===== config.mk =====
export PLATFORM = sky130hd
export DESIGN_NAME = emr_ctrl
export DESIGN_NICKNAME = d
export VERILOG_FILES = /design/src/emr_pkg.sv /design/src/emr_ctrl.sv
export SDC_FILE = /design/constraint.sdc
export NUM_CORES = 1
export LEC_CHECK = 0
export BUFFER_PORTS_ARGS = -buffer_cell sky130_fd_sc_hd__buf_4
export CORE_UTILIZATION = 48
export DETAILED_ROUTE_END_ITERATION = 10
export GPL_TIMING_DRIVEN = 0
export PLACE_DENSITY_LB_ADDON = 0.25
export REMOVE_ABC_BUFFERS = 1
export SLEW_MARGIN = 20
export SYNTH_ARGS = -nofsm -noshare
export SYNTH_HDL_FRONTEND = slang
export SYNTH_SLANG_ARGS = --single-unit

===== constraint.sdc =====
create_clock -name i_core_clk -period 2.5 [get_ports i_core_clk]
set_input_delay 0 -clock i_core_clk [delete_from_list [all_inputs] [get_ports i_core_clk]]
set_output_delay 0 -clock i_core_clk [all_outputs]
set_load 0.02 [all_outputs]

===== src/emr_pkg.sv =====
// package for the execution-mode, reset and watchdog controller
// assumes one core clock; all pin inputs arrive synchronous to it
// What this block does
// - four sources force reset mode
// - reset output held 1024 system clocks minimum
// - status records cause of last reset
// - run mode executes and peripherals run
// - halt input freezes units, stops timers
// - power-down write freezes integer/float units
// - any external interrupt ends power-down
// - parity error or unit error mode halts
// - error halt left only by cold reset
// - error output shows any unmasked error
// - unit errors latched into status register
// - latched error halts processor by default
// - parity checked on address, type, data buses
// - disable input suppresses external parity checks
// - system clock is input divided by two
// - software availability bit drives availability output
// - internal watchdog runs only when enabled
// - watchdog counts on its own clock input
// - after reset watchdog restarts from maximum
// - zero count raises interrupt, starts time-out
// - unacknowledged time-out resets the device
// - watchdog interrupt cannot be masked
package emr_pkg;
    localparam logic [7:0] ADDR_STATUS = 8'h00;
    localparam logic [7:0] ADDR_CTRL = 8'h04;
    localparam logic [7:0] ADDR_SOFT_RST = 8'h08;
    localparam logic [7:0] ADDR_PWR_DOWN = 8'h0C;
    localparam logic [7:0] ADDR_DOG_LOAD = 8'h10;
    localparam logic [7:0] ADDR_DOG_ACK = 8'h14;
    localparam logic [7:0] ADDR_DOG_CNT = 8'h18;
    // error latch order: iu, fpu, parity, iu error mode
    localparam int ERR_N = 4;
    localparam int ST_ERR_LSB = 3;
    localparam int ST_AVAIL = 7;
    localparam int ST_MODE_LSB = 8;
    localparam int CT_HALT_EN = 4;
    localparam int CT_PAR_RST = 5;
    localparam logic [3:0] MASK_RST = 4'h0;
    localparam logic HALT_EN_RST = 1'b1;
    localparam logic [2:0] CAUSE_NONE = 3'h0;
    localparam logic [2:0] CAUSE_COLD = 3'h1;
    localparam logic [2:0] CAUSE_SOFT = 3'h2;
    localparam logic [2:0] CAUSE_DOG = 3'h3;
    localparam logic [2:0] CAUSE_PAR = 3'h4;
    localparam int DOG_W = 16;
    localparam logic [15:0] DOG_MAX = 16'hFFFF;
    localparam logic [7:0] DOG_RST_TIMEOUT = 8'hFF;
    localparam logic [10:0] RST_HOLD_CORE_CLOCK_OUT = 11'h400;
    typedef enum logic [2:0] {
        EMR_MODE_RESET = 3'b000,
        EMR_MODE_RUN = 3'b001,
        EMR_MODE_SYS_HALT = 3'b010,
        EMR_MODE_PWR_DOWN = 3'b011,
        EMR_MODE_ERR_HALT = 3'b100
    } emr_mode_e;
    typedef struct packed {
        logic valid;
        logic [31:0] addr;
        logic addr_par;
        logic [3:0] asi;
        logic [1:0] size;
        logic asi_par;
        logic [31:0] data;
        logic data_par;
    } emr_bus_chk_s;
    typedef struct packed {
        logic iu_err;
        logic fpu_err;
        logic ctrl_par_err;
        logic iu_err_mode;
    } emr_err_in_s;
endpackage : emr_pkg


===== src/emr_ctrl.sv =====
// execution-mode controller: reset sequencing, halts, error latching,
// parity checking, system clock divider and internal watchdog
// assumes all inputs synchronous to i_core_clk; the watchdog clock pin
// is sampled and edge-detected, so it must run below half the core rate
`timescale 1ns/100ps
module emr_ctrl
    import emr_pkg::*;
(
    input wire logic i_core_clk,
    input wire logic i_rst,
    input wire logic [7:0] i_addr,
    input wire logic [31:0] i_wdata,
    input wire logic i_wr,
    input wire logic i_rd,
    output logic [31:0] o_rdata,
    input wire logic i_cold_reset_in,
    input wire logic i_halt_request_in,
    input wire logic i_parity_check_disable_in,
    input wire logic i_internal_dog_enable_in,
    input wire logic i_dog_clock_in,
    input wire logic [4:0] i_ext_int,
    input wire emr_err_in_s i_err,
    input wire emr_bus_chk_s i_bus,
    input wire logic [31:0] i_data_out,
    output logic o_data_par_out,
    output logic o_reset_out,
    output logic o_unit_freeze,
    output logic o_unit_run,
    output logic o_timer_run,
    output logic o_error_flag_out,
    output logic o_availability_flag,
    output logic o_core_clock_out,
    output logic o_dog_irq,
    output logic [2:0] o_mode
);
    emr_mode_e mode_r;
    emr_mode_e mode_nxt;
    logic [2:0] cause_r;
    logic [ERR_N-1:0] err_lat_r;
    logic [ERR_N-1:0] err_evt;
    logic [ERR_N-1:0] err_mask_r;
    logic halt_en_r;
    logic par_rst_r;
    logic [10:0] rst_cnt_r;
    logic [DOG_W-1:0] dog_cnt_r;
    logic [7:0] dog_tmo_r;
    logic dog_tmo_act_r;
    logic dog_prev_r;
    logic dog_tick;
    logic dog_run;
    logic dog_start;
    logic dog_expire;
    logic sys_tick;
    logic ext_par_err;
    logic wr_status;
    logic wr_soft;
    logic wr_pwr;
    logic wr_load;
    logic wr_ack;
    logic par_rst_trig;
    logic reset_trig;
    logic halt_err;

    // register strobes
    assign wr_status = i_wr && (i_addr == ADDR_STATUS);
    assign wr_soft = i_wr && (i_addr == ADDR_SOFT_RST);
    assign wr_pwr = i_wr && (i_addr == ADDR_PWR_DOWN);
    assign wr_load = i_wr && (i_addr == ADDR_DOG_LOAD);
    assign wr_ack = i_wr && (i_addr == ADDR_DOG_ACK);

    // odd parity on each external group; internal control bus is never suppressed
    assign ext_par_err = i_bus.valid && !i_parity_check_disable_in &&
        (!(^{i_bus.addr, i_bus.addr_par}) || !(^{i_bus.asi, i_bus.size, i_bus.asi_par})
        || !(^{i_bus.data, i_bus.data_par}));
    assign err_evt = {i_err.iu_err_mode, ext_par_err | i_err.ctrl_par_err,
        i_err.fpu_err, i_err.iu_err};

    // parity error either resets or halts, selected by software
    assign par_rst_trig = err_evt[2] && !err_mask_r[2] && par_rst_r;
    assign reset_trig = i_cold_reset_in || wr_soft || dog_expire || par_rst_trig;
    assign halt_err = (|(err_lat_r[1:0] & ~err_mask_r[1:0]) && halt_en_r)
        || (err_lat_r[2] && !err_mask_r[2] && !par_rst_r)
        || (err_lat_r[3] && !err_mask_r[3]);

    // mode sequencing; error halt ignores every source except cold reset
    always_comb begin
        mode_nxt = mode_r;
        unique case (mode_r)
            EMR_MODE_RESET: begin
                if (i_cold_reset_in || wr_soft || dog_expire || par_rst_trig) begin
                    mode_nxt = EMR_MODE_RESET;
                end else if (rst_cnt_r == RST_HOLD_CORE_CLOCK_OUT) begin
                    mode_nxt = EMR_MODE_RUN;
                end
            end
            EMR_MODE_ERR_HALT: begin
                if (i_cold_reset_in) begin
                    mode_nxt = EMR_MODE_RESET;
                end
            end
            EMR_MODE_RUN, EMR_MODE_SYS_HALT, EMR_MODE_PWR_DOWN: begin
                if (reset_trig) begin
                    mode_nxt = EMR_MODE_RESET;
                end else if (halt_err) begin
                    mode_nxt = EMR_MODE_ERR_HALT;
                end else if (i_halt_request_in) begin
                    mode_nxt = EMR_MODE_SYS_HALT;
                end else if (mode_r == EMR_MODE_PWR_DOWN) begin
                    if (|i_ext_int) begin
                        mode_nxt = EMR_MODE_RUN;
                    end
                end else if (wr_pwr) begin
                    mode_nxt = EMR_MODE_PWR_DOWN;
                end else begin
                    mode_nxt = EMR_MODE_RUN;
                end
            end
            default: begin
                mode_nxt = EMR_MODE_RESET;
            end
        endcase
    end

    // mode register and the mode-decoded outputs, registered from the next mode
    always_ff @(posedge i_core_clk) begin
        if (i_rst) begin
            mode_r <= EMR_MODE_RESET;
            o_mode <= EMR_MODE_RESET;
            o_reset_out <= 1'b1;
            o_unit_freeze <= 1'b1;
            o_unit_run <= 1'b0;
            o_timer_run <= 1'b0;
        end else begin
            mode_r <= mode_nxt;
            o_mode <= mode_nxt;
            o_reset_out <= (mode_nxt == EMR_MODE_RESET);
            o_unit_freeze <= (mode_nxt != EMR_MODE_RUN);
            o_unit_run <= (mode_nxt == EMR_MODE_RUN);
            // timers keep running in power-down; halt and error halt stop them
            o_timer_run <= (mode_nxt == EMR_MODE_RUN) ||
                (mode_nxt == EMR_MODE_PWR_DOWN);
        end
    end

    // divide by two; sys_tick marks the core edge where the system clock rises
    assign sys_tick = !o_core_clock_out;
    always_ff @(posedge i_core_clk) begin
        if (i_rst) begin
            o_core_clock_out <= 1'b0;
        end else begin
            o_core_clock_out <= !o_core_clock_out;
        end
    end

    // reset stretch counted in system clocks; restarts on every new trigger
    always_ff @(posedge i_core_clk) begin
        if (i_rst || mode_r != EMR_MODE_RESET || reset_trig) begin
            rst_cnt_r <= 11'h000;
        end else if (sys_tick && rst_cnt_r != RST_HOLD_CORE_CLOCK_OUT) begin
            rst_cnt_r <= rst_cnt_r + 11'h001;
        end
    end

    // last reset cause; cold wins over the rest when several coincide
    always_ff @(posedge i_core_clk) begin
        if (i_rst) begin
            cause_r <= CAUSE_COLD;
        end else if (i_cold_reset_in) begin
            cause_r <= CAUSE_COLD;
        end else if (mode_r != EMR_MODE_ERR_HALT) begin
            if (dog_expire) begin
                cause_r <= CAUSE_DOG;
            end else if (wr_soft) begin
                cause_r <= CAUSE_SOFT;
            end else if (par_rst_trig) begin
                cause_r <= CAUSE_PAR;
            end
        end
    end

    // error latches: write one to clear, a new error in the same cycle wins
    generate
        for (genvar g = 0; g < ERR_N; g++) begin : g_err
            always_ff @(posedge i_core_clk) begin
                if (i_rst || i_cold_reset_in) begin
                    err_lat_r[g] <= 1'b0;
                end else if (err_evt[g]) begin
                    err_lat_r[g] <= 1'b1;
                end else if (wr_status && i_wdata[ST_ERR_LSB+g]) begin
                    err_lat_r[g] <= 1'b0;
                end
            end
        end
    endgenerate

    // error output reflects latched errors not masked off
    always_ff @(posedge i_core_clk) begin
        if (i_rst) begin
            o_error_flag_out <= 1'b0;
        end else begin
            o_error_flag_out <= |(err_lat_r & ~err_mask_r);
        end
    end

    // control and availability registers
    always_ff @(posedge i_core_clk) begin
        if (i_rst) begin
            err_mask_r <= MASK_RST;
            halt_en_r <= HALT_EN_RST;
            par_rst_r <= 1'b0;
            o_availability_flag <= 1'b0;
        end else begin
            if (i_wr && i_addr == ADDR_CTRL) begin
                err_mask_r <= i_wdata[ERR_N-1:0];
                halt_en_r <= i_wdata[CT_HALT_EN];
                par_rst_r <= i_wdata[CT_PAR_RST];
            end
            if (wr_status) begin
                o_availability_flag <= i_wdata[ST_AVAIL];
            end
        end
    end

    // watchdog: ticks on rising edges of its own clock pin
    assign dog_tick = i_dog_clock_in && !dog_prev_r;
    assign dog_run = i_internal_dog_enable_in && dog_tick &&
        (mode_r == EMR_MODE_RUN || mode_r == EMR_MODE_PWR_DOWN);
    assign dog_start = dog_run && !dog_tmo_act_r && (dog_cnt_r == 16'h0001) &&
        !wr_load;
    assign dog_expire = dog_run && dog_tmo_act_r && (dog_tmo_r == 8'h01) &&
        !wr_load && !wr_ack;

    always_ff @(posedge i_core_clk) begin
        if (i_rst) begin
            dog_prev_r <= 1'b0;
        end else begin
            dog_prev_r <= i_dog_clock_in;
        end
    end

    // a reload clears a pending time-out; an acknowledge only stops the time-out
    always_ff @(posedge i_core_clk) begin
        if (i_rst || mode_r == EMR_MODE_RESET) begin
            dog_cnt_r <= DOG_MAX;
            dog_tmo_r <= DOG_RST_TIMEOUT;
            dog_tmo_act_r <= 1'b0;
        end else if (wr_load) begin
            dog_cnt_r <= i_wdata[DOG_W-1:0];
            dog_tmo_r <= DOG_RST_TIMEOUT;
            dog_tmo_act_r <= 1'b0;
        end else if (wr_ack) begin
            dog_tmo_r <= DOG_RST_TIMEOUT;
            dog_tmo_act_r <= 1'b0;
        end else if (dog_run) begin
            if (dog_cnt_r != 16'h0000) begin
                dog_cnt_r <= dog_cnt_r - 16'h0001;
            end
            if (dog_start) begin
                dog_tmo_act_r <= 1'b1;
            end else if (dog_tmo_act_r && dog_tmo_r != 8'h00) begin
                dog_tmo_r <= dog_tmo_r - 8'h01;
            end
        end
    end

    // the time-out interrupt bypasses every mask
    always_ff @(posedge i_core_clk) begin
        if (i_rst) begin
            o_dog_irq <= 1'b0;
        end else begin
            o_dog_irq <= dog_start;
        end
    end

    // parity generated for outgoing data, odd like the check
    always_ff @(posedge i_core_clk) begin
        if (i_rst) begin
            o_data_par_out <= 1'b0;
        end else begin
            o_data_par_out <= ~^i_data_out;
        end
    end

    // read port: data stand one cycle after the strobe, zero otherwise
    always_ff @(posedge i_core_clk) begin
        if (i_rst || !i_rd) begin
            o_rdata <= 32'h0000_0000;
        end else begin
            unique case (i_addr)
                ADDR_STATUS: o_rdata <= {21'h00_0000, mode_r,
                    o_availability_flag, err_lat_r, cause_r};
                ADDR_CTRL: o_rdata <= {26'h000_0000, par_rst_r, halt_en_r, err_mask_r};
                ADDR_DOG_CNT: o_rdata <= {7'h00, dog_tmo_act_r, dog_tmo_r, dog_cnt_r};
                default: o_rdata <= 32'h0000_0000;
            endcase
        end
    end

    logic [11:0] rst_len_r;
    always_ff @(posedge i_core_clk) begin
        if (i_rst || !o_reset_out) begin
            rst_len_r <= 12'h000;
        end else if (rst_len_r != 12'hFFF) begin
            rst_len_r <= rst_len_r + 12'h001;
        end
    end
endmodule : emr_ctrl


==> results of run 1 <==
[per-layer routing]
metal  global-route usage  vias to the layer above
li1                     -                     2226
met1                0.274                     2078
met2                0.457                      167
met3               0.0444                       28
met4               0.0981                        0
met5                    0                        -
[Yosys cell counts, types with 2 or more instances]
cell | number | area share
nor2b_1 | 4 | 0.0054
o31ai_1 | 3 | 0.0048
buf_4 | 7 | 0.011
a22oi_1 | 12 | 0.019
and2_1 | 16 | 0.022
o22ai_1 | 2 | 0.0027
and2b_1 | 2 | 0.0032
xor2_1 | 23 | 0.043
nor3b_1 | 2 | 0.0032
nand4_1 | 2 | 0.0027
nand2_1 | 56 | 0.045
nor4_1 | 7 | 0.0094
dfxtp_1 | 87 | 0.37
nor4_4 | 2 | 0.0091
or4_1 | 3 | 0.0048
nand2b_1 | 3 | 0.0040
xnor2_1 | 103 | 0.19
a31oi_1 | 2 | 0.0027
or2_2 | 2 | 0.0027
or3_1 | 5 | 0.0067
clkbuf_1 | 15 | 0.012
nor2_1 | 59 | 0.048
xnor3_1 | 2 | 0.0097
a21oi_1 | 34 | 0.037
mux2i_1 | 2 | 0.0043
and3_1 | 6 | 0.0081
ha_1 | 6 | 0.016
o21ai_0 | 7 | 0.0075
inv_1 | 15 | 0.012
nor3_1 | 14 | 0.015
o311ai_0 | 2 | 0.0038
nand3_1 | 18 | 0.019
[power groups by stage]
stage / logic [mW] / registers [mW] / clock network, mW
floorplan: 0.500 / 1.45 / 0
global placement: 0.801 / 1.44 / 0
detailed placement: 0.819 / 1.44 / 0
CTS: 0.858 / 1.41 / 1.21
global route: 0.927 / 1.41 / 1.28
finish: 0.846 / 1.41 / 1.20
[sequential cells by signal (all words and copies together), names as in the netlist, 3 cells and up]
| signal | flops |
|---|---|
| dog_cnt_r | 16 |
| cause_r | 3 |
| err_mask_r | 4 |
| mode_r | 3 |
| dog_tmo_r | 8 |
| o_rdata | 25 |
| err_lat_r | 4 |
| rst_cnt_r | 11 |
[worst register-to-register path: stages (launching register included)]
cell	delay [ns]
dfxtp_1	0.37
or4_4	0.57
nor4_4	0.19
nand2_2	0.13
nor4_4	0.18
buf_4	0.18
a2111oi_4	0.07
buf_4	0.18
and2b_1	0.17
xnor2_1	0.13
a21oi_1	0.09
[worst max path at each step]
| stage | start | end | slack, ns | depth (start not counted) |
|---|---|---|---|---|
| after global routing | dog_cnt_r[5] | dog_cnt_r[5] | 0.0007 | 10 |
| after detailed placement | mode_r[2] | dog_cnt_r[5] | -0.24 | 8 |
| after global placement | i_addr[5] | o_rdata[0] | -1.25 | 5 |
| final | dog_cnt_r[5] | dog_cnt_r[5] | 0.1 | 10 |
| after CTS | dog_cnt_r[4] | dog_cnt_r[1] | 0.02 | 8 |
| after floorplan | i_addr[5] | o_rdata[0] | 0.06 | 4 |
[cells by family after synthesis]
| group | after synthesis | share of synthesized area |
|---|---|---|
| flip-flops | 87 | 0.374 |
| buffers and inverters | 37 | 0.0355 |
| other | 1 | 0.000805 |
| XOR/XNOR | 128 | 0.247 |
| multiplexers | 3 | 0.00752 |
| adder cells (fa/ha/maj) | 6 | 0.0161 |
| AND/OR/NAND/NOR | 208 | 0.223 |
| AO/OA/AOI/OAI | 71 | 0.0965 |
[layout make-up]
type / count / area (sq um) / share of cell area
flip-flops and latches: 87 / 1750 / 0.257
repair buffers: 222 / 1740 / 0.257
clock inverters: 7 / 125 / 0.0184
well taps: 129 / 161 / 0.0238
inverters: 15 / 56.3 / 0.00830
multi-input cells: 423 / 2830 / 0.417
clock buffers: 9 / 124 / 0.0183
[timing repair]
item | CTS | global route
endpoints found under the setup margin | 8 | 27
resized for setup | 5 | 4
pin swaps | 4 | 3
endpoints found under the hold margin | 37 | 0
buffers inserted | 3 | 2
hold buffers | 31 | 0
==> reports/metrics.yaml, run 1 <==
critical_path:
  worstPathArrival_ns: 2.61
  required_ns: 2.70
  reg2reg_depth: 10
  cp_cell_sequence: "or4_4 -> nor4_4 -> nand2_2 -> nor4_4 -> buf_4 -> a2111oi_4 -> buf_4 -> and2b_1 -> xnor2_1 -> a21oi_1"
  path_max_fanout: 7
  timing.rr.end: "dog_cnt_r[5]"
  cp-start-kind: "flip-flop"
  path_delay_family: "simple AND/OR/NAND/NOR gates"
  cpPeakStageDelay_ns: 0.57
  cp-end-kind: "flip-flop"
  cp_slowest_cell: "or4_4"
  r2r_start: "dog_cnt_r[5]"
  cp_num_buf_inv: 2
  r2r_slack_ns: 0.1
  critical_path_class: "reg -> reg"
routing:
  dr_wl_met2_mm: 6.51
  wire_per_inst_um: 13.5
  drtIter0Drc: 257
  met1_length_mm: 4.67
  top_layer: "met4"
  final_antenna_net_count: 0
  drt_first_pass_iters: 5
  drc: 0
  viasPerCell: 5.04
  wl_mm: 12.1
  met3WireLength_um: 578
  dr_total_vias: 4499
floorplanning:
  die-area_sq_um: 10100
  die_w_um: 100
  initial_core_util: 0.499
  die_h_um: 100
  pin_count: 208
  num_rows: 35
  core_sq_um: 9330
run:
  cap_violations: 0
power:
  fin_total_pwr_mw: 3.46
  p_clk_frac: 0.348
  sequentialPowerShare: 0.408
  irDropWorstVdd_mv: 0.295
  p_int_mw: 2.58
  powerDensity_nw_per_um2: 510
  p_leak_nw: 2.82
  power.switching_uw: 883
  p_comb_frac: 0.245
  p_sw_frac: 0.255
global_route:
  overflow: 0
  grt_pass1_wl_mm: 19.7
  grtUsageTotal: 0.245
  grt_max_degree: 17
  antenna_found_initial: 0
  grt_pass1_vias: 4503
status:
  outcome: "complete, no violations"
placement:
  placed_area_sq_um: 6150
  place_inst: 840
  pre_cts_slack_ns: -0.243
  port_buffers: 184
  gp_congestion: 0.883
  dp.final_hpwl_mm: 9.35
sta:
  worst_slew_pin_slew_ns: 0.806
  final_hold_viol_count: 0
  tns_ns: 0
  rsz0062_at_grt: "false"
  finalWorstSetupSlack_ns: 0.0951
  setup_viol: 0
  finalMaxSlewViolations: 0
  max_clock_freq_mhz: 416
  fin_crit_sh: 0.962
  fin_skew_ns: 0.0124
  period_needed_ns: 2.40
  timing.hold.ws_ns: 0.0379
  slew_headroom: 0.460
final_layout:
  stdcell_area_sq_um: 6780
  drive_gt1_frac: 0.303
  n_fill_cell: 699
  fin_util: 0.727
  area_delta_synth_final_pct: 45.7
  final_common_cell: "buf_4"
  fin_nets: 928
  n_antenna_cell: 0
  fin_cells: 892
  final_cell_mix: "buf_4, xnor2_1, dfxtp_1"
cts:
  root_buffer: "clkbuf_8"
  clockBufferDepth: 2
  tritoncts: "built"
  clock_sinks: 87
  insertion_delay_ns: 0.35
  clk_pin_slew_ns: 0.09
  ctsHtreeMaxLevel: 3
  cts_buffers: 9
logic_synthesis:
  syn_inst: 541
  synthFlopType: "dfxtp_1"
  netlist-cell-type-count: 50
  synth.avg_cell_area_sq_um: 8.61
  ys_async_sr_fraction: 0
  synth_area_sq_um: 4660
  synth_seq_cells: 87
  yosysWarnings: 0
  synth_edf_count: 0
  synth_seq_area_share: 0.374
hold_path:
  hp-class: "in -> reg"
  whs_path_depth: 4
  worstHoldStart: "i_addr[3]"
  worst_hold_path.endpoint: "err_mask_r[1]"
Note: power is estimated with default switching activity, not from simulation.
==> run 2: changes to the inputs <==
--- a/config.mk
+++ b/config.mk
@@ -11,6 +11,7 @@
 export GPL_TIMING_DRIVEN = 0
 export PLACE_DENSITY_LB_ADDON = 0.25
 export REMOVE_ABC_BUFFERS = 1
+export SETUP_SLACK_MARGIN = 0.5
 export SLEW_MARGIN = 20
 export SYNTH_ARGS = -nofsm -noshare
 export SYNTH_HDL_FRONTEND = slang
==> run 2 against run 1 <==
Net effect:
- cell count grew 1.0%
- clock skew grew 0.0022 ns
- global-route usage grew 0.75 points
- non-clock buffer count grew 8
- largest cell class unchanged
==> reports/metrics.yaml, run 2 (synthesis results as in run 1) <==
global_route:
  overflow: 0  # unchanged
  grt_pass1_wl_mm: 20.1  # +2.1%
  grtUsageTotal: 0.253  # +0.00745
  antenna_found_initial: 0  # unchanged
  grt_max_degree: 17  # unchanged
  grt_pass1_vias: 4507  # +0.089%
critical_path:
  cp_cell_sequence: "or4_4 -> nor4_4 -> nand2_2 -> nor4_4 -> buf_4 -> a2111oi_4 -> buf_4 -> and2b_1 -> xnor2_1 -> a21oi_1"
  worstPathArrival_ns: 2.55  # -0.06 ns
  cp_slowest_cell: "or4_4"
  path_max_fanout: 7  # unchanged
  cp-start-kind: "flip-flop"
  required_ns: 2.71  # about the same
  cpPeakStageDelay_ns: 0.55  # -0.02 ns
  critical_path_class: "reg -> reg"
  cp-end-kind: "flip-flop"
routing:
  final_antenna_net_count: 0  # unchanged
  dr_total_vias: 4542  # +0.96%
  wl_mm: 12.7  # +4.9%
  drc: 0  # unchanged
  drt_first_pass_iters: 5  # unchanged
  wire_per_inst_um: 14.1  # +3.9%
  viasPerCell: 5.04  # about the same
  drtIter0Drc: 230  # -11%
status:
  outcome: "complete, no violations"
hold_path:
  hp-class: "in -> reg"
cts:
  ctsHtreeMaxLevel: 3  # unchanged
  tritoncts: "built"
  clockBufferDepth: 2  # unchanged
  root_buffer: "clkbuf_8"
  clock_sinks: 87  # unchanged
  cts_buffers: 9  # unchanged
  insertion_delay_ns: 0.36  # about the same
  clk_pin_slew_ns: 0.10  # about the same
final_layout:
  final_common_cell: "buf_4"
  final_cell_mix: "buf_4, xnor2_1, dfxtp_1"
  area_delta_synth_final_pct: 50.6
  reg_top3: "o_rdata x25, dog_cnt_r x16, rst_cnt_r x11"
  fin_nets: 937  # +0.97%
  largest-register: "o_rdata"
  largest_register_ffs: 25  # unchanged
  drive_gt1_frac: 0.348  # +0.0457
  n_antenna_cell: 0  # unchanged
  fin_util: 0.752  # +0.0244
sta:
  worst_slew_pin_slew_ns: 0.794  # -0.0113 ns
  period_needed_ns: 2.35  # -0.0568 ns
  fin_skew_ns: 0.0147  # +0.00223 ns
  fin_crit_sh: 0.939  # -0.0227
  slew_headroom: 0.468  # +0.00756
  final_hold_viol_count: 0  # unchanged
  finalMaxSlewViolations: 0  # unchanged
  rsz0062_at_grt: "true"
  max_clock_freq_mhz: 426  # +2.4%
  setup_viol: 0  # unchanged
power:
  irDropWorstVdd_mv: 0.318  # +7.8%
  fin_total_pwr_mw: 3.50  # +1.0%
  powerDensity_nw_per_um2: 499  # -2.2%
  p_leak_nw: 2.92  # +3.5%
run:
  cap_violations: 0  # unchanged
placement:
  port_buffers: 184  # unchanged
  gp_congestion: 0.883  # unchanged
  dp.final_hpwl_mm: 9.35  # unchanged
floorplanning:
  num_rows: 35  # unchanged
  die_w_um: 100  # unchanged
  die_h_um: 100  # unchanged
  pin_count: 208  # unchanged
  die-area_sq_um: 10100  # unchanged
  core_sq_um: 9330  # unchanged
  initial_core_util: 0.499  # unchanged
## run 2: path summary, 6_finish.rpt
| path | cells past startpoint | to | slack [ns] | from |
|---|---|---|---|---|
| hold reg to reg | 1 | o_core_clock_out | 0.46 | o_core_clock_out |
| setup / recovery | 10 | dog_cnt_r[5] | 0.15 | dog_cnt_r[7] |
| hold / removal | 4 | err_mask_r[1] | 0.04 | i_addr[3] |
| setup reg to reg | 10 | dog_cnt_r[5] | 0.15 | dog_cnt_r[7] |
## run 2: power breakdown
part / internal, mW / total, mW / switching, mW
sequential: 1.40 / 1.41 / 0.00878
combinational: 0.499 / 0.884 / 0.385
clock: 0.676 / 1.20 / 0.528
## run 2: cell type report
cell class	count	area [sq um]
Timing Repair Buffer	230	1800
Clock inverter	7	125
Inverter	15	56.3
Tap cell	129	161
Multi-Input combinational cell	424	2990
Sequential cell	87	1760
Fill cell	661	2320
Clock buffer	9	124
## run 2: repair_timing
action	4_1_cts	5_1_grt
hold buffers	27	0
endpoints found under the hold margin	37	0
endpoints found under the setup margin	44	42
pin swaps	15	32
gates cloned	1	0
setup buffers	8	9
resized for setup	27	22
## run 2: per-stage QoR
step | area [sq um] | instances | hold WS, ns | TNS [ns] | setup slack, ns
after floorplan | 4570 | 525 | 0.0691 | 0 | 0.0559
after global placement | 6110 | 838 | 0.209 | -15.34 | -1.25
after detailed placement | 6150 | 840 | 0.215 | -1.41 | -0.243
after CTS | 6840 | 892 | 0.0261 | 0 | 0.0992
after global routing | 7010 | 901 | 0.0457 | 0 | 0.0556
final | 7010 | 901 | 0.0414 | 0 | 0.152
## run 2: critical path: cells and delay by family, from the launching register on
kind,cells,cell delay (ns)
AOI/OAI and AO/OA,2,0.15
buffers and inverters,2,0.36
DFF,1,0.33
and+or+nand+nor,5,1.21
xor gates and xnor gates,1,0.14
## run 2: per-layer routing
metal | global-route usage | vias up | wire length (um)
met5 | 0 | - | 0
met1 | 0.279 | 2093 | 4750
met2 | 0.477 | 180 | 6980
met4 | 0.0925 | 0 | 263
met3 | 0.0479 | 23 | 676
li1 | - | 2246 | -
